`src/rtl/ssc_defines.svh`:
```
// Register offsets, field positions, reset values and timing for the serial control block
`ifndef SSC_DEFINES_SVH
`define SSC_DEFINES_SVH
`define SSC_OFS_ENABLE      8'h00
`define SSC_OFS_XFER        8'h04
`define SSC_OFS_DATA        8'h08
`define SSC_OFS_MODE        8'h0C
`define SSC_OFS_STATUS      8'h10
`define SSC_EN_BIT          7
`define SSC_START_BIT       7
`define SSC_ABORT_BIT       6
`define SSC_DIR_HI          5
`define SSC_DIR_LO          4
`define SSC_FIXED_ONE_BIT   3
`define SSC_CKSEL_HI        2
`define SSC_CKSEL_LO        0
`define SSC_MODE_HI         3
`define SSC_MODE_LO         2
`define SSC_CKSEL_RST       3'h1
`define SSC_MODE_RST        2'h0
`define SSC_MODE_SIO        2'h1
`define SSC_CKSEL_EXT       3'h7
`define SSC_FC_HZ           40000000
`define SSC_WORD_BITS       4'h8
`define SSC_FIFO_DEPTH      8
`define SSC_RESP_OKAY       2'h0
`define SSC_RESP_SLVERR     2'h2
`endif

```
`src/rtl/ssc_pkg.sv`:
```
// Types shared by the serial control block
package ssc_pkg;
   typedef enum logic [1:0] {
      SSC_DIR_TX   = 2'h0,
      SSC_DIR_RSV  = 2'h1,
      SSC_DIR_TRX  = 2'h2,
      SSC_DIR_RX   = 2'h3
   } ssc_dir_type;
   typedef enum logic [1:0] {
      SSC_IF_PORT  = 2'h0,
      SSC_IF_SIO   = 2'h1,
      SSC_IF_I2C   = 2'h2,
      SSC_IF_RSV   = 2'h3
   } ssc_ifmode_type;
   typedef enum logic [1:0] {
      SSC_ST_IDLE  = 2'h0,
      SSC_ST_LOW   = 2'h3,
      SSC_ST_HIGH  = 2'h1,
      SSC_ST_DONE  = 2'h2
   } ssc_state_type;
endpackage

```
`src/rtl/ssc_fifo_if.sv`:
```
// Valid/ready stream carrier between the register block and its transmit FIFO
interface ssc_fifo_if #(parameter int WIDTH = 8);
   logic             valid;
   logic             ready;
   logic [WIDTH-1:0] data;
   modport source (output valid, output data, input ready);
   modport sink   (input valid, input data, output ready);
endinterface

```
`src/rtl/ssc_ctrl.sv`:
```
// Serial control registers, clock divider and 8-bit shifter behind an AXI4-Lite slave
//
// Added by the designer: the placing of the registers and the AXI4-Lite interface to the registers.
`include "ssc_defines.svh"
// Notes on behaviour
// - Disabled interface stops every internal clock except the enable register's.
// - Disabling keeps all programmed register contents.
// - Direction field: 00 transmit, 10 both, 11 receive, 01 reserved.
// - Transfer control bits 2-0 select serial clock source and rate.
// - Codes 000,001,010,100,110 divide fc by 2^3,2^4,2^5,2^7,2^9.
// - Lowest clock-select bit reads one until synchronous serial mode is chosen.
// - Each transfer moves exactly one 8-bit word.
// - Data writes load transmit buffer; reads return the receive buffer.
// - Transmit shifts most significant bit first.
// - Receive shifts in at the least significant bit.
// - Code 111 uses the external serial clock pin.
// - Interface mode: 00 port, 01 synchronous serial, 10 I2C, 11 reserved.
module ssc_ctrl #(
   parameter int FIFO_DEPTH = `SSC_FIFO_DEPTH
) (
   // Clock and reset
   input  wire logic        aclk,
   input  wire logic        aresetn,
   // AXI4-Lite write address and data
   input  wire logic [7:0]  s_axi_awaddr,
   input  wire logic        s_axi_awvalid,
   output logic             s_axi_awready,
   input  wire logic [31:0] s_axi_wdata,
   input  wire logic [3:0]  s_axi_wstrb,
   input  wire logic        s_axi_wvalid,
   output logic             s_axi_wready,
   // AXI4-Lite write response
   output logic [1:0]       s_axi_bresp,
   output logic             s_axi_bvalid,
   input  wire logic        s_axi_bready,
   // AXI4-Lite read
   input  wire logic [7:0]  s_axi_araddr,
   input  wire logic        s_axi_arvalid,
   output logic             s_axi_arready,
   output logic [31:0]      s_axi_rdata,
   output logic [1:0]       s_axi_rresp,
   output logic             s_axi_rvalid,
   input  wire logic        s_axi_rready,
   // Serial pins
   input  wire logic        sck_in,
   output logic             sck_out,
   output logic             sck_oe,
   output logic             sdo,
   input  wire logic        sdi
);
   // Registers
   logic        enable_r;
   logic        start_r;
   logic        abort_r;
   logic [1:0]  dir_r;
   logic [2:0]  cksel_r;
   logic [1:0]  ifmode_r;
   logic        sio_seen_r;
   logic [7:0]  rxbuf_r;
   logic [7:0]  shift_r;
   logic [3:0]  bitcnt_r;
   logic [9:0]  div_r;
   logic        sck_r;
   logic        sdo_r;
   ssc_pkg::ssc_state_type state_r;
   ssc_pkg::ssc_state_type state_nxt;
   // Bus handshake state
   logic        aw_hold_r;
   logic        w_hold_r;
   logic [7:0]  awaddr_r;
   logic [31:0] wdata_r;
   logic [3:0]  wstrb_r;
   logic        bvalid_r;
   logic [1:0]  bresp_r;
   logic        rvalid_r;
   logic [31:0] rdata_r;
   logic [1:0]  rresp_r;
   // Pin synchronisers
   logic        sck_s1_r;
   logic        sck_s2_r;
   logic        sck_s3_r;
   logic        sdi_s1_r;
   logic        sdi_s2_r;

   ssc_fifo_if #(.WIDTH(8)) tx_in ();
   ssc_fifo_if #(.WIDTH(8)) tx_out ();

   ssc_fifo #(
      .WIDTH (8),
      .DEPTH (FIFO_DEPTH)
   ) u_txfifo (
      .aclk    (aclk),
      .aresetn (aresetn),
      .fill    (tx_in),
      .drain   (tx_out)
   );

   // Divider exponent per clock-select code
   function automatic logic [3:0] ssc_exp(input logic [2:0] code);
      case (code)
         3'h0:    ssc_exp = 4'h3;
         3'h1:    ssc_exp = 4'h4;
         3'h2:    ssc_exp = 4'h5;
         3'h4:    ssc_exp = 4'h7;
         3'h6:    ssc_exp = 4'h9;
         default: ssc_exp = 4'h0;
      endcase
   endfunction

   // Address decode
   function automatic logic [2:0] ssc_dec(input logic [7:0] a);
      case (a)
         `SSC_OFS_ENABLE: ssc_dec = 3'h1;
         `SSC_OFS_XFER:   ssc_dec = 3'h2;
         `SSC_OFS_DATA:   ssc_dec = 3'h3;
         `SSC_OFS_MODE:   ssc_dec = 3'h4;
         `SSC_OFS_STATUS: ssc_dec = 3'h5;
         default:         ssc_dec = 3'h0;
      endcase
   endfunction

   // Write path: address and data accepted in either order
   wire        wr_go    = aw_hold_r && w_hold_r && !bvalid_r;
   wire [2:0]  wr_sel   = ssc_dec(awaddr_r);
   wire        wr_lane0 = wstrb_r[0];
   wire [7:0]  wb       = wdata_r[7:0];
   wire        wr_en    = wr_go && wr_sel == 3'h1 && wr_lane0;
   wire        wr_xfer  = wr_go && wr_sel == 3'h2 && wr_lane0 && enable_r;
   wire        wr_data  = wr_go && wr_sel == 3'h3 && wr_lane0 && enable_r;
   wire        wr_mode  = wr_go && wr_sel == 3'h4 && wr_lane0 && enable_r;
   wire        wr_fifo_block = wr_data && !tx_in.ready;
   assign tx_in.valid = wr_data;
   assign tx_in.data  = wb;

   assign s_axi_awready = !aw_hold_r;
   assign s_axi_wready  = !w_hold_r;
   assign s_axi_bvalid  = bvalid_r;
   assign s_axi_bresp   = bresp_r;
   assign s_axi_arready = !rvalid_r;
   assign s_axi_rvalid  = rvalid_r;
   assign s_axi_rdata   = rdata_r;
   assign s_axi_rresp   = rresp_r;

   // Write channel capture and response; full FIFO stalls the response
   always_ff @(posedge aclk) begin
      if (!aresetn) begin
         aw_hold_r <= 1'b0;
         w_hold_r  <= 1'b0;
         awaddr_r  <= 8'h00;
         wdata_r   <= 32'h0000_0000;
         wstrb_r   <= 4'h0;
         bvalid_r  <= 1'b0;
         bresp_r   <= `SSC_RESP_OKAY;
      end else begin
         if (s_axi_awvalid && !aw_hold_r) begin
            aw_hold_r <= 1'b1;
            awaddr_r  <= s_axi_awaddr;
         end
         if (s_axi_wvalid && !w_hold_r) begin
            w_hold_r <= 1'b1;
            wdata_r  <= s_axi_wdata;
            wstrb_r  <= s_axi_wstrb;
         end
         if (wr_go && !wr_fifo_block) begin
            aw_hold_r <= 1'b0;
            w_hold_r  <= 1'b0;
            bvalid_r  <= 1'b1;
            bresp_r   <= (wr_sel == 3'h0) ? `SSC_RESP_SLVERR : `SSC_RESP_OKAY;
         end else if (s_axi_bready) begin
            bvalid_r <= 1'b0;
         end
      end
   end

   // Read mux
   wire [2:0]  rd_sel = ssc_dec(s_axi_araddr);
   wire        busy   = (state_r != ssc_pkg::SSC_ST_IDLE);
   // low select bit reads one before serial mode
   wire [2:0]  cksel_rd = {cksel_r[2:1], sio_seen_r ? cksel_r[0] : 1'b1};
   // upper bits zero, bit 3 one
   wire [31:0] rd_xfer  = {24'h00_0000, start_r, abort_r, dir_r, 1'b1, cksel_rd};
   wire [31:0] rd_mux   =
      (rd_sel == 3'h1) ? {24'h00_0000, enable_r, 7'h00} :
      (rd_sel == 3'h2) ? rd_xfer :
      (rd_sel == 3'h3) ? {24'h00_0000, rxbuf_r} :
      (rd_sel == 3'h4) ? {28'h000_0000, ifmode_r, 2'h0} :
      (rd_sel == 3'h5) ? {28'h000_0000, start_r || busy, busy, tx_out.valid, tx_in.ready} :
      32'h0000_0000;

   // Read channel
   always_ff @(posedge aclk) begin
      if (!aresetn) begin
         rvalid_r <= 1'b0;
         rdata_r  <= 32'h0000_0000;
         rresp_r  <= `SSC_RESP_OKAY;
      end else if (s_axi_arvalid && !rvalid_r) begin
         rvalid_r <= 1'b1;
         rdata_r  <= rd_mux;
         rresp_r  <= (rd_sel == 3'h0) ? `SSC_RESP_SLVERR : `SSC_RESP_OKAY;
      end else if (s_axi_rready) begin
         rvalid_r <= 1'b0;
      end
   end

   // Control registers; no clear on disable, writes gated only
   always_ff @(posedge aclk) begin
      if (!aresetn) begin
         enable_r   <= 1'b0;
         start_r    <= 1'b0;
         abort_r    <= 1'b0;
         dir_r      <= 2'h0;
         cksel_r    <= `SSC_CKSEL_RST;
         ifmode_r   <= `SSC_MODE_RST;
         sio_seen_r <= 1'b0;
      end else begin
         if (wr_en) enable_r <= wb[`SSC_EN_BIT];
         if (wr_xfer) begin
            start_r <= wb[`SSC_START_BIT];
            abort_r <= wb[`SSC_ABORT_BIT];
            dir_r   <= wb[`SSC_DIR_HI:`SSC_DIR_LO];
            cksel_r <= wb[`SSC_CKSEL_HI:`SSC_CKSEL_LO];
         end
         if (wr_mode) begin
            ifmode_r <= wb[`SSC_MODE_HI:`SSC_MODE_LO];
            // serial mode clears the reset-time select bit
            if (wb[`SSC_MODE_HI:`SSC_MODE_LO] == `SSC_MODE_SIO && !sio_seen_r) begin
               sio_seen_r <= 1'b1;
               cksel_r[0] <= 1'b0;
            end
         end
      end
   end

   // Pin synchronisers; the third stage only feeds edge detection
   always_ff @(posedge aclk) begin
      if (!aresetn) begin
         sck_s1_r <= 1'b1;
         sck_s2_r <= 1'b1;
         sck_s3_r <= 1'b1;
         sdi_s1_r <= 1'b0;
         sdi_s2_r <= 1'b0;
      end else begin
         sck_s1_r <= sck_in;
         sck_s2_r <= sck_s1_r;
         sck_s3_r <= sck_s2_r;
         sdi_s1_r <= sdi;
         sdi_s2_r <= sdi_s1_r;
      end
   end

   // Shift tick decoding: half period of fc/2^n, or external edges
   wire        dir_tx   = (dir_r == ssc_pkg::SSC_DIR_TX) || (dir_r == ssc_pkg::SSC_DIR_TRX);
   wire        dir_ok   = (dir_r != ssc_pkg::SSC_DIR_RSV);
   wire        sio_mode = (ifmode_r == ssc_pkg::SSC_IF_SIO);
   wire        ext_clk  = (cksel_r == `SSC_CKSEL_EXT);
   wire [3:0]  n_exp    = ssc_exp(cksel_r);
   // half period reached at 2^(n-1) cycles
   wire        half_tick = (n_exp != 4'h0) &&
                           (div_r == 10'((11'h001 << (n_exp - 4'h1)) - 11'h001));
   wire        ext_fall = sck_s3_r && !sck_s2_r;
   wire        ext_rise = !sck_s3_r && sck_s2_r;
   wire        tick_fall = ext_clk ? ext_fall : (half_tick && sck_r);
   wire        tick_rise = ext_clk ? ext_rise : (half_tick && !sck_r);
   wire        need_tx  = dir_tx;
   wire        can_go   = enable_r && sio_mode && start_r && !abort_r && dir_ok &&
                          (!need_tx || tx_out.valid);
   wire        last_bit = (bitcnt_r == `SSC_WORD_BITS - 4'h1);
   assign tx_out.ready = (state_r == ssc_pkg::SSC_ST_IDLE) && can_go && need_tx;

   // Shifter state sequence
   always_comb begin
      state_nxt = state_r;
      case (state_r)
         ssc_pkg::SSC_ST_IDLE: if (can_go) state_nxt = ssc_pkg::SSC_ST_HIGH;
         ssc_pkg::SSC_ST_HIGH: if (tick_fall) state_nxt = ssc_pkg::SSC_ST_LOW;
         ssc_pkg::SSC_ST_LOW:  if (tick_rise) state_nxt = last_bit ?
                                  ssc_pkg::SSC_ST_DONE : ssc_pkg::SSC_ST_HIGH;
         // next word only while start stays set
         ssc_pkg::SSC_ST_DONE: state_nxt = ssc_pkg::SSC_ST_IDLE;
         default:              state_nxt = ssc_pkg::SSC_ST_IDLE;
      endcase
   end

   // Divider and shifter; state, divider and count cleared and clock held high while disabled
   always_ff @(posedge aclk) begin
      if (!aresetn) begin
         state_r  <= ssc_pkg::SSC_ST_IDLE;
         div_r    <= 10'h000;
         sck_r    <= 1'b1;
         shift_r  <= 8'h00;
         bitcnt_r <= 4'h0;
         rxbuf_r  <= 8'h00;
         sdo_r    <= 1'b1;
      end else if (abort_r || !enable_r) begin
         state_r  <= ssc_pkg::SSC_ST_IDLE;
         div_r    <= 10'h000;
         sck_r    <= 1'b1;
         bitcnt_r <= 4'h0;
      end else begin
         state_r <= state_nxt;
         div_r   <= (half_tick || state_r == ssc_pkg::SSC_ST_IDLE) ? 10'h000 : div_r + 10'h001;
         if (state_r == ssc_pkg::SSC_ST_IDLE && can_go) begin
            shift_r  <= need_tx ? tx_out.data : 8'h00;
            bitcnt_r <= 4'h0;
            sck_r    <= 1'b1;
         end
         if (tick_fall && state_r == ssc_pkg::SSC_ST_HIGH) begin
            sck_r <= 1'b0;
            sdo_r <= dir_tx ? shift_r[7] : 1'b1;
         end
         if (tick_rise && state_r == ssc_pkg::SSC_ST_LOW) begin
            sck_r    <= 1'b1;
            shift_r  <= {shift_r[6:0], sdi_s2_r};
            bitcnt_r <= bitcnt_r + 4'h1;
         end
         if (state_r == ssc_pkg::SSC_ST_DONE && dir_r != ssc_pkg::SSC_DIR_TX) begin
            rxbuf_r <= shift_r;
         end
      end
   end

   // Pin drive: clock driven only when internally generated
   assign sck_out = sck_r;
   assign sck_oe  = enable_r && sio_mode && !ext_clk;
   assign sdo     = sdo_r;
endmodule // ssc_ctrl

```
`src/rtl/ssc_fifo.sv`:
```
// Synchronous FIFO with valid/ready on both sides
module ssc_fifo #(
   parameter int WIDTH = 8,
   parameter int DEPTH = 8
) (
   // Clock and reset
   input wire logic aclk,
   input wire logic aresetn,
   // Fill and drain sides
   ssc_fifo_if.sink   fill,
   ssc_fifo_if.source drain
);
   localparam int AW = $clog2(DEPTH);
   logic [WIDTH-1:0] mem [DEPTH];
   logic [AW-1:0]    wptr_r;
   logic [AW-1:0]    rptr_r;
   logic [AW:0]      count_r;
   wire              push = fill.valid && fill.ready;
   wire              pop  = drain.valid && drain.ready;
   // Honest full and empty from the count
   assign fill.ready  = (count_r != (AW+1)'(DEPTH));
   assign drain.valid = (count_r != '0);
   assign drain.data  = mem[rptr_r];
   // Storage, no reset needed
   always_ff @(posedge aclk) begin
      if (push) begin
         mem[wptr_r] <= fill.data;
      end
   end
   // Pointers and occupancy
   always_ff @(posedge aclk) begin
      if (!aresetn) begin
         wptr_r  <= '0;
         rptr_r  <= '0;
         count_r <= '0;
      end else begin
         if (push) wptr_r <= (wptr_r == AW'(DEPTH-1)) ? '0 : wptr_r + 1'b1;
         if (pop)  rptr_r <= (rptr_r == AW'(DEPTH-1)) ? '0 : rptr_r + 1'b1;
         count_r <= count_r + (AW+1)'(push) - (AW+1)'(pop);
      end
   end
endmodule // ssc_fifo

```
`config.mk`:
```
export PLATFORM = sky130hd
export DESIGN_NAME = ssc_ctrl
export DESIGN_NICKNAME = d
export VERILOG_FILES = /design/src/rtl/ssc_pkg.sv /design/src/rtl/ssc_fifo_if.sv /design/src/rtl/ssc_ctrl.sv /design/src/rtl/ssc_fifo.sv
export VERILOG_INCLUDE_DIRS = /design/src /design/src/rtl
export SDC_FILE = /design/constraint.sdc
export NUM_CORES = 1
export LEC_CHECK = 0
export ABC_AREA = 1
export BUFFER_PORTS_ARGS = -buffer_cell sky130_fd_sc_hd__buf_2
export CAP_MARGIN = 5
export CORE_MARGIN = 2
export CORE_UTILIZATION = 52
export CTS_CLUSTER_SIZE = 8
export DETAILED_ROUTE_END_ITERATION = 10
export PLACE_DENSITY = 0.84
export SYNTH_ARGS = -nofsm -noshare
export SYNTH_HDL_FRONTEND = slang
export SYNTH_HIERARCHICAL = 1
export SYNTH_SLANG_ARGS = --single-unit
```
`constraint.sdc`:
```
create_clock -name aclk -period 2.6 [get_ports aclk]
set_input_delay 0.52 -clock aclk [delete_from_list [all_inputs] [get_ports aclk]]
set_output_delay 0.52 -clock aclk [all_outputs]
set_load 0.05 [all_outputs]
```
# Word level (Yosys, flattened, before mapping)
# Memories as Yosys holds them, arrays and structs flattened. A register that Yosys moved wholly into a read port is not among the register bits.
# Index checks and enable logic that the tools add are counted.
# W data, S select, Z words.
[totals]
n_memories = 1
output_inout_bits = 44
word_cells = 201
register_bits = 117
mem_bits_rw = 64
[mem_list]
columns = ["memory", "words", "width", "read_ports", "rd_ports_with_merged_regs", "wr", "line", "rtl"]
rows = [
  ["u_txfifo.mem", 8, 8, 1, 1, 1, "ssc_fifo.sv:14", "logic [WIDTH-1:0] mem [DEPTH];"],
]
[classes]
n_shift = 1
n_reduce_logical = 80
n_eq_ne = 37
addsub = 8
mux = 39
bitwise = 2
[ops]
columns = ["op", "count"]
rows = [
  ["$mux W8", 6],
  ["$logic_and A1 B1 Y1", 37],
  ["$eq A8 B4 Y1 const B", 4],
  ["$pmux W3 S5", 2],
  ["$eq A3 B3 Y1 const B", 8],
  ["$pmux W4 S5", 1],
  ["$eq A8 B3 Y1 const B", 2],
  ["$eq A8 B5 Y1 const B", 2],
  ["$logic_not A8 Y1", 2],
  ["$mux W4", 4],
  ["$eq A3 B2 Y1 const B", 5],
  ["$mux W1", 15],
  ["$logic_not A1 Y1", 14],
  ["$mux W2", 6],
  ["$mux W3", 4],
  ["$reduce_bool A2 Y1", 6],
  ["$add A10 B1 Y10 const B", 1],
  ["$eq A10 B10 Y1", 1],
  ["$shl A1 B4 Y10 const A", 1],
  ["$sub A10 B1 Y10 const B", 1],
  ["$eq A3 B1 Y1 const B", 3],
  ["$logic_not A3 Y1", 3],
  ["$pmux W2 S4", 1],
  ["$reduce_and A2 Y1", 4],
  ["other kinds (18)", 34],
]

# Longest topological paths before layout
# Gate-level depths: netlist of the first run.
[depth]
depth_word = 12
ltp_mapped = 17

# By module
# Netlist of the first run, hierarchy kept.
[by_module_without_submodules]
columns = ["mod", "seq_area_each_um2", "cells_each", "n_inst", "area_per_inst_um2"]
rows = [
  ["ssc_ctrl", 1621.6, 578, 1, 3976.3],
  ["ssc_fifo", 2182.1, 373, 1, 3562.2],
]

# Least setup slack after synthesis of the first run
# OpenSTA, ideal clock, no wires.
[synth_timing]
path_type = "reg2reg"
startpoint = "register u_txfifo.count_r[2]"
endpoint = "register u_txfifo.count_r[1]"
setup_time_ns = 0.110
path_buffers = 0
stages_incl_launch_ff = 15
arrival_time_ns = 2.596
synth_period_minus_slack_ns = 2.706
slack_ns = -0.106
cell_sequence = "dfxtp_1 > inv_1 > ha_1 > nand2_1 > nor2_1 > nor4_1 > nand2_1 > nor2_1 > a21boi_2 > ha_1 > inv_1 > ha_1 > fa_1 > nand2_1 > inv_1"
[synth_via]
elab_chain_cells = 7
elab_cells_between_ends = 10
[synth_rtl]
columns = ["item", "line", "rtl"]
rows = [
  ["start: declaration", "ssc_fifo.sv:17", "logic [AW:0] count_r;"],
  ["start signal: assignment", "ssc_fifo.sv:39", "count_r <= count_r + (AW+1)'(push) - (AW+1)'(pop);"],
  ["$reduce_bool A4 Y1", "ssc_fifo.sv:22", "assign drain.valid = (count_r != '0);"],
  ["net tx_out.valid", "ssc_fifo_if.sv:3", "logic valid;"],
  ["$logic_or A1 B1 Y1", "ssc_ctrl.sv:266", "(!need_tx || tx_out.valid);"],
  ["$logic_and A1 B1 Y1", "ssc_ctrl.sv:265", "wire can_go = enable_r && sio_mode && start_r && !abort_r && dir_ok &&"],
  ["$logic_and A1 B1 Y1 (2 in a row)", "ssc_ctrl.sv:268", "assign tx_out.ready = (state_r == ssc_pkg::SSC_ST_IDLE) && can_go && need_tx;"],
  ["net tx_out.ready", "ssc_fifo_if.sv:4", "logic ready;"],
  ["$logic_and A1 B1 Y1", "ssc_fifo.sv:19", "wire pop = drain.valid && drain.ready;"],
  ["$sub A4 B1 Y4", "ssc_fifo.sv:39", ""],
]
# The timed path passes the listed nets, and every way through them passes these cells.
# A chain may end at the register's enable or synchronous reset.

# Worst setup path after layout of the first run
# Same ends and word-level chain as after synthesis.

==> results of run 1 <==
## flip-flops by register name, summed over array words and instances, names as in the netlist, 2 cells and up, named ones only
register,count
u_txfifo/mem,64
bitcnt_r,4
state_r,2
u_txfifo/rptr_r,3
s_axi_rdata,8
wdata_r,8
awaddr_r,8
dir_r,2
div_r,10
cksel_r,3
ifmode_r,2
rxbuf_r,8
shift_r,8
u_txfifo/wptr_r,3
u_txfifo/count_r,4
## power by group through the flow
stage | Clock [mW] | Combinational [mW] | Sequential [mW]
2_1_floorplan | 0 | 0.216 | 2.71
3_3_place_gp | 0 | 0.254 | 2.71
3_5_place_dp | 0 | 0.258 | 2.72
4_1_cts | 2.23 | 0.260 | 2.66
5_1_grt | 2.34 | 0.292 | 2.67
6_report | 2.22 | 0.270 | 2.67
## final cells by class
class | instances | area (µm²) | share of cell area
tap | 184 | 230 | 0.0266
clock buffer | 23 | 459 | 0.0531
clock inverter | 9 | 65.1 | 0.00752
inverter | 157 | 601 | 0.0694
sequential | 158 | 3810 | 0.440
multi-input combinational | 608 | 2980 | 0.344
timing repair buffer | 85 | 510 | 0.0590
## worst max-delay path by stage
| stage | startpoint | endpoint | slack (ns) |
|---|---|---|---|
| 2_1_floorplan | w_hold_r | u_txfifo/count_r[2] | -0.05 |
| 3_3_place_gp | u_txfifo/count_r[2] | u_txfifo/count_r[1] | -0.005 |
| 3_5_place_dp | u_txfifo/count_r[3] | u_txfifo/count_r[1] | -0.04 |
| 4_1_cts | u_txfifo/count_r[3] | u_txfifo/count_r[1] | 0.007 |
| 5_1_grt | u_txfifo/count_r[2] | u_txfifo/count_r[1] | -0.08 |
| 6_report | u_txfifo/count_r[2] | u_txfifo/count_r[1] | -0.02 |
## per-layer routing
metal | GRT usage | routed length (µm)
met1 | 0.256 | 6840
met2 | 0.383 | 8640
met3 | 0.0485 | 1210
met4 | 0.0972 | 680
met5 | 0 | 0
## Yosys cell counts, types with 3 or more instances
cell type  number  area, µm²
a211oi_1        8       60.1
a21oi_1        38        190
buf_2           3       15.0
buf_4          32        240
buf_6           5       56.3
clkbuf_1       11       41.3
dfxtp_1        94       1880
edfxtp_1       64       1920
ha_1           13        163
inv_1         153        574
nand2_1       228        856
nand2_2         5       31.3
nand2_4         6       67.6
nand3_1        73        365
nand4_1         8       50.1
nor2_1        115        432
nor2_4          3       33.8
nor3_1         12       60.1
o211ai_1        4       30.0
o21ai_0        44        220
or2_2           6       37.5
## worst max-delay path: cells and delay by family (launching register included)
family	cells	cell delay (ns)
AOI/OAI and AO/OA	1	0.22
adders and majority gates	4	0.97
buffers and inverters	3	0.18
DFF	1	0.31
and+or+nand+nor	6	0.84
## metrics by stage
stage                     setup slack (ns)  setup TNS [ns]  hold WS (ns)
after floorplan                    -0.0502         -0.0937         0.390
after global placement            -0.00545        -0.00545         0.403
after detailed placement           -0.0426         -0.0516         0.404
after CTS                          0.00656               0         0.276
after global routing               -0.0795          -0.150         0.277
final                              -0.0250         -0.0250         0.283
## kinds of logic after synthesis
kind of cell,Yosys count,synth area share
other,1,0.000497
and+or+nand+nor,465,0.265
buffers and inverters,210,0.128
DFF,158,0.505
adders and majority gates,14,0.0242
muxes,1,0.00133
AOI/OAI and AO/OA,99,0.0727
xor gates and xnor gates,3,0.00349
## repair_timing
item                                    4_1_cts  5_1_grt
setup buffers                                 3        7
endpoints found under the setup margin        2        3
pin swaps                                     3       13
gates resized for setup                       2       20
==> flow_summary.toml, run 1 <==
[hold_path]
hold_end = "sdi_s1_r"
hold_depth = 3
hold_class = "input port to flop"
worstHoldStart = "sdi"

[pwr]
p_sw_frac = 0.238
power.total_mw = 5.16
vdd_drop_max_v = 0.000401
pwr-share-seq = 0.517
p_switching_mw = 1.23
power.internal_mw = 3.93
p_per_area_mw_per_mm2 = 596
p_leak_nw = 4.03
comb_power_share = 0.052
pwr-share-clk = 0.431

[layout]
area_growth_pct = 14.8
antenna_cells = 0
final_util = 0.602
stdcell_area_mm2 = 0.00865
final_cell_mix = "nand2_1, inv_1, nor2_1"
layout.cells.non_filler = 1224
fillers = 1173
final_common_cell = "nand2_1"
nets = 1102
drive_above_1_share = 0.155

[yosys]
yosysUniqueCellTypes = 41
synth.avg_cell_area_um2 = 7.93
synth-main-ff-cell = "dfxtp_1"
synth_edf_count = 64
synth_warnings = 6
synth-async-reset-ratio = 0
syn-instance-count = 951
synth.yosys.seq_area_share = 0.505
netlist_area_mm2 = 0.00754
ys_seq_elements = 158

[timing]
fmax_ghz = 0.381
setup_viol = 1
worst_pin_slew_ns = 0.863
slew_headroom = 0.424
finalHoldViolCount = 0
final_max_slew_viol_count = 0
period_share = 1.01
setup_slack_ns = -0.0250
min_period_ns = 2.62
skew_ns = 0.00809

[setup_path]
critPathSlowestCell = "fa_2"
critPathMostFrequentCell = "ha_4"
path_class = "flop to flop"
worst-r2r-setup-slack_ns = -0.02
r2r_end = "u_txfifo/count_r[1]"
cpPeakStageDelay_ns = 0.43
ff2ff_path_depth = 14
worstPathArrival_ns = 2.95
crit_chain = "inv_1 > ha_4 > nand2_4 > nor2_4 > nor4_4 > nand2_2 > nor2_4 > a21boi_4 > ha_4 > inv_2 > ha_4 > fa_2 > nand2_1 > inv_1"
cp-start-kind = "flop"
cp.required_ns = 2.93
worstReg2RegStart = "u_txfifo/count_r[2]"
end_kind = "flop"
crit_fanout = 3

[floorplan]
dieArea_mm2 = 0.0155
die_width_um = 124
ios = 105
rows = 44
die_h_um = 124
core_area_mm2 = 0.0144
start_util = 0.525

[grt]
grt_usage = 0.219
grt_start_max_net_pins = 54
antenna_found_initial = 0
overflow = 0
grt_first_pass_wirelength_mm = 27.4
first_global_vias = 5880

[cts]
clk_latency_ns = 0.43
cts_hold_buf = 0
cts_max_path_buffers = 2
cts_tree = "yes"
cts-root-buf = "clkbuf_16"
cts_made_buffers = 17
clkTransAtPathRegs_ns = 0.06
cts.sinks = 158
h-tree-depth = 4

[drt]
num_vias = 6294
wl_per_cell_um = 14.2
drc_errors = 0
detail_route.iter0.violations = 527
firstDrtPassIters = 5
antenna_left = 0
wl_mm = 17.4
drt-vias-per-instance = 5.14

[run_status]
outcome = "complete, but fails checks"
violations = "setup timing"

[place]
place_inst = 1182
gp_congestion = 0.868
placed_cell_area_mm2 = 0.00795
hpwl_mm = 11.1
io_buffers = 51

[run]
maxCapViolCount = 0
No activity file was read; power rests on OpenSTA's default activity.
==> inputs of run 2 (changes only) <==
--- a/config.mk
+++ b/config.mk
@@ -10,10 +10,10 @@
 export BUFFER_PORTS_ARGS = -buffer_cell sky130_fd_sc_hd__buf_2
 export CAP_MARGIN = 5
 export CORE_MARGIN = 2
-export CORE_UTILIZATION = 52
+export CORE_UTILIZATION = 50
 export CTS_CLUSTER_SIZE = 8
 export DETAILED_ROUTE_END_ITERATION = 10
-export PLACE_DENSITY = 0.84
+export PLACE_DENSITY = 0.82
 export SYNTH_ARGS = -nofsm -noshare
 export SYNTH_HDL_FRONTEND = slang
 export SYNTH_HIERARCHICAL = 1
==> run 2 against run 1 <==
Compared with the run above:
- the flow now finishes without violations
- sequential power hardly changed
- register-to-register slack better by 0.10 ns
- fmax is 4.0% higher
- via count is 0.30% higher
- non-clock buffer count is 1 lower
- largest cell class unchanged
==> flow_summary.toml, run 2 (synthesis gave the netlist of run 1 again) <==
[timing]
period_share = 0.971
slew_headroom = 0.607
worst_pin_slew_ns = 0.585
skew_ns = 0.0110
timing.hold.ws_ns = 0.284
setup_slack_ns = 0.0763
fmax_ghz = 0.396
final_max_slew_viol_count = 0
min_period_ns = 2.52
tns_ns = 0
setup_viol = 0
finalHoldViolCount = 0

[run]
maxCapViolCount = 0

[floorplan]
rows = 44
die_width_um = 127
ios = 105
dieArea_mm2 = 0.0161
start_util = 0.515
die_h_um = 127
core_area_mm2 = 0.0146

[layout]
fillers = 1173
nets = 1101
final_cell_mix = "nand2_1, inv_1, nor2_1"
biggestRegsByFlops = "u_txfifo/mem (64), div_r (10)"
top_register = "u_txfifo/mem"
drive_above_1_share = 0.156
final_common_cell = "nand2_1"
largest_register_ffs = 64
antenna_cells = 0
area_growth_pct = 15.5

[drt]
wl_mm = 17.2
drc_errors = 0
firstDrtPassIters = 5
antenna_left = 0
wl_per_cell_um = 14.1
detail_route.iter0.violations = 434
num_vias = 6313
drt-vias-per-instance = 5.16

[place]
gp_congestion = 0.857
dp_slack_ns = -0.0462
io_buffers = 51
hpwl_mm = 11.2

[cts]
cts-root-buf = "clkbuf_16"
h-tree-depth = 4
cts_made_buffers = 17
cts_max_path_buffers = 2
clkTransAtPathRegs_ns = 0.06
cts_tree = "yes"
clk_latency_ns = 0.43
cts.sinks = 158

[grt]
first_global_vias = 5882
antenna_found_initial = 0
grt_first_pass_wirelength_mm = 28.1
grt_start_max_net_pins = 54
overflow = 0
grt_usage = 0.219

[setup_path]
cp.required_ns = 2.96
path_class = "flop to flop"
cp-start-kind = "flop"
end_kind = "flop"
crit_fanout = 3
worstPathArrival_ns = 2.89

[hold_path]
hold_class = "input port to flop"

[pwr]
p_leak_nw = 4.06
p_per_area_mw_per_mm2 = 621
vdd_drop_max_v = 0.000454
power.total_mw = 5.41

[run_status]
outcome = "completed"
## run 2: path summary, 6_finish.rpt
path / start / endpoint / slack, ns / cells after the start
worst max-delay path: w_hold_r / u_txfifo/count_r[1] / 0.08 / 15
worst min-delay path: sdi / sdi_s1_r / 0.28 / 3
worst max register to register: w_hold_r / u_txfifo/count_r[1] / 0.08 / 15
worst min register to register: sck_s1_r / sck_s2_r / 0.41 / 1
## run 2: area by class of cell
| type | instances | area, µm² | area share |
|---|---|---|---|
| clock buffers | 22 | 498 | 0.0572 |
| well taps | 184 | 230 | 0.0264 |
| inverters | 157 | 601 | 0.0690 |
| multi-input cells | 608 | 2970 | 0.341 |
| flip-flops and latches | 158 | 3810 | 0.437 |
| repair buffers | 84 | 503 | 0.0578 |
| clock inverters | 10 | 100 | 0.0115 |
## run 2: per-stage QoR
stage / instance area, µm² / utilization / cells
2_1_floorplan: 7660 / - / 976
6_report: 8710 / 0.595 / 1223
4_1_cts: 8590 / 0.586 / 1217
3_3_place_gp: 7960 / 0.543 / 1183
5_1_grt: 8710 / 0.595 / 1223
3_5_place_dp: 7960 / 0.543 / 1183
## run 2: power by group
part / internal, mW / switching, mW / leakage, nW / total (mW)
sequential: 2.62 / 0.0490 / 1.35 / 2.67
clock: 1.48 / 1.00 / 0.304 / 2.48
combinational: 0.0564 / 0.208 / 2.41 / 0.265
total: 4.15 / 1.26 / 4.06 / 5.41
## run 2: timing repair
| action | 4_1_cts | 5_1_grt |
|---|---|---|
| cloned | 0 | 0 |
| setup buffers | 2 | 6 |
| hold buffers | 0 | 0 |
| resized for setup | 3 | 18 |
| pin swaps | 2 | 14 |
| endpoints found under the setup margin | 3 | 3 |
## run 2: layer usage
| metal | global-route usage | routed length (µm) |
|---|---|---|
| met2 | 0.380 | 8620 |
| met5 | 0 | 0 |
| met1 | 0.269 | 6870 |
| met4 | 0.0802 | 323 |
| met3 | 0.0498 | 1380 |
## run 2: worst max-delay path, stage by stage, from the launching register on
cell and delay, ns:
dfxtp_2 0.35, clkinvlp_4 0.09, nor2_1 0.08, nand2_1 0.08
nor2_2 0.14, nand2_2 0.09, nor3_4 0.19, nand2_1 0.11
inv_2 0.14, nand2_8 0.07, ha_4 0.27, inv_4 0.04
ha_4 0.15, fa_2 0.51, nand2_1 0.06, inv_1 0.09
==> inputs of run 3 (changes only) <==
--- a/config.mk
+++ b/config.mk
@@ -13,6 +13,7 @@
 export CORE_UTILIZATION = 50
 export CTS_CLUSTER_SIZE = 8
 export DETAILED_ROUTE_END_ITERATION = 10
+export MAX_ROUTING_LAYER = met4
 export PLACE_DENSITY = 0.82
 export SYNTH_ARGS = -nofsm -noshare
 export SYNTH_HDL_FRONTEND = slang
==> run 3 against run 2 <==
Compared with the run above:
- sequential cell count is the same
- sequential power hardly changed
- combinational power is essentially flat
- worst hold slack got worse by 0.00061 ns
- core utilization unchanged
- clock power hardly changed
- critical path depth is the same
- routed wire length down 0.20%
- global-route usage grew 0.67 points
- clock-buffer cell count unchanged
- largest cell class unchanged
- largest power group unchanged
==> flow_summary.toml, run 3 (synthesis gave the netlist of run 1 again) <==
[run_status]
outcome = "completed"

[drt]
drt-vias-per-instance = 5.15
wl_mm = 17.2
num_vias = 6303
antenna_left = 0
drc_errors = 0
wl_per_cell_um = 14.0
firstDrtPassIters = 5
detail_route.iter0.violations = 387

[cts]
cts_made_buffers = 17
cts_max_path_buffers = 2
h-tree-depth = 4
cts.sinks = 158
cts_tree = "yes"
clk_latency_ns = 0.43
cts-root-buf = "clkbuf_16"
clkTransAtPathRegs_ns = 0.06
cts_hold_buf = 0

[timing]
period_share = 0.972
min_period_ns = 2.53
fmax_ghz = 0.396
skew_ns = 0.00779
setup_viol = 0
finalHoldViolCount = 0
slew_headroom = 0.606
worst_pin_slew_ns = 0.587
final_max_slew_viol_count = 0

[grt]
use_met1 = 0.272
antenna_found_initial = 0
grt_usage = 0.226
grt_first_pass_wirelength_mm = 28.1
use_met2 = 0.380
first_global_vias = 5879
busiest_layer = "met2"
grt_start_max_net_pins = 54
grt_util_met3 = 0.0456
overflow = 0

[layout]
final_common_cell = "nand2_1"
fillers = 1173
drive_above_1_share = 0.156
nets = 1101
area_growth_pct = 15.5
biggestRegsByFlops = "u_txfifo/mem (64), div_r (10)"
final_cell_mix = "nand2_1, inv_1, nor2_1"
ff_latch_area_mm2 = 0.00381
layout.cells.non_filler = 1223
top_register = "u_txfifo/mem"
largest_register_ffs = 64
antenna_cells = 0
multiInputGateArea_mm2 = 0.00297

[hold_path]
hold_depth = 3
hold_end = "sdi_s1_r"
hold_class = "input port to flop"
worstHoldStart = "sdi"

[setup_path]
cp_num_buf_inv = 4
end_kind = "flop"
cp-start-kind = "flop"
critPathMostFrequentCell = "nand2_1"
worstReg2RegStart = "w_hold_r"
ff2ff_path_depth = 15
cpPeakStageDelay_ns = 0.51
crit_chain = "clkinvlp_4 > nor2_1 > nand2_1 > nor2_2 > nand2_2 > nor3_4 > nand2_1 > inv_2 > nand2_8 > ha_4 > inv_4 > ha_4 > fa_2 > nand2_1 > inv_1"
crit_fanout = 3
worstPathArrival_ns = 2.89
worst-r2r-setup-slack_ns = 0.07
path_class = "flop to flop"
cpLargestDelayFamily = "adder cells"
critPathSlowestCell = "fa_2"
r2r_end = "u_txfifo/count_r[1]"
cp.required_ns = 2.96

[run]
maxCapViolCount = 0

[place]
place_inst = 1183
io_buffers = 51
gp_congestion = 0.871
hpwl_mm = 11.2

[pwr]
power.total_mw = 5.40
p_leak_nw = 4.06
p_per_area_mw_per_mm2 = 621
vdd_drop_max_v = 0.000455

[floorplan]
start_util = 0.515
dieArea_mm2 = 0.0161
rows = 44
ios = 105
core_area_mm2 = 0.0146
die_h_um = 127
die_width_um = 127
run 3: cell counts in the layout (fill, tap and decap cells not counted):
No cell type changed its count.
run 3: where the power goes:
part           leakage (nW)  total, mW  internal [mW]  switching (mW)
Clock                 0.304       2.47           1.48           0.999
Sequential             1.35       2.67           2.62          0.0489
Combinational          2.41      0.264         0.0564           0.208
run 3: worst max-delay path by stage:
stage / start / to / cells past startpoint
2_1_floorplan: w_hold_r / u_txfifo/count_r[2] / 16
3_5_place_dp: u_txfifo/count_r[2] / u_txfifo/count_r[1] / 14
3_3_place_gp: u_txfifo/count_r[2] / u_txfifo/count_r[1] / 14
4_1_cts: u_txfifo/count_r[2] / u_txfifo/count_r[1] / 14
5_1_grt: w_hold_r / u_txfifo/count_r[1] / 15
6_report: w_hold_r / u_txfifo/count_r[1] / 15
run 3: stage by stage:
step	util	setup slack (ns)	hold WS [ns]	TNS, ns	cell area (µm²)
after floorplan	-	-0.0502	0.390	-0.0937	7660
after global routing	0.595	-0.0810	0.270	-0.0810	8710
after CTS	0.586	0.0275	0.273	0	8590
final	0.595	0.0741	0.284	0	8710
after global placement	0.543	-0.0119	0.402	-0.0119	7960
after detailed placement	0.543	-0.0462	0.404	-0.0462	7960
run 3: layer usage:
layer | wire [µm] | part of all wire
met1 | 7000 | 0.41
met2 | 8540 | 0.50
met3 | 1180 | 0.069
met4 | 438 | 0.026
met5 | 0 | 0
run 3: what timing repair did:
action,in CTS,in global routing
resized for setup,3,18
pin swaps,2,14
setup endpoints to repair,3,3
setup buffers,2,6
run 3: cell type report:
class | count | area share
Sequential cell | 158 | 0.437
Multi-Input combinational cell | 608 | 0.341
Inverter | 157 | 0.0690
Timing Repair Buffer | 84 | 0.0578
Clock buffer | 22 | 0.0572
Tap cell | 184 | 0.0264
Clock inverter | 10 | 0.0115
run 3: worst reg2reg max path, delay by kind of cell, from the launching register on:
family        cells  cell delay [ns]
fa+ha+maj         3             0.93
simple gates      8             0.83
buf+inv           4             0.35
flops             1             0.35
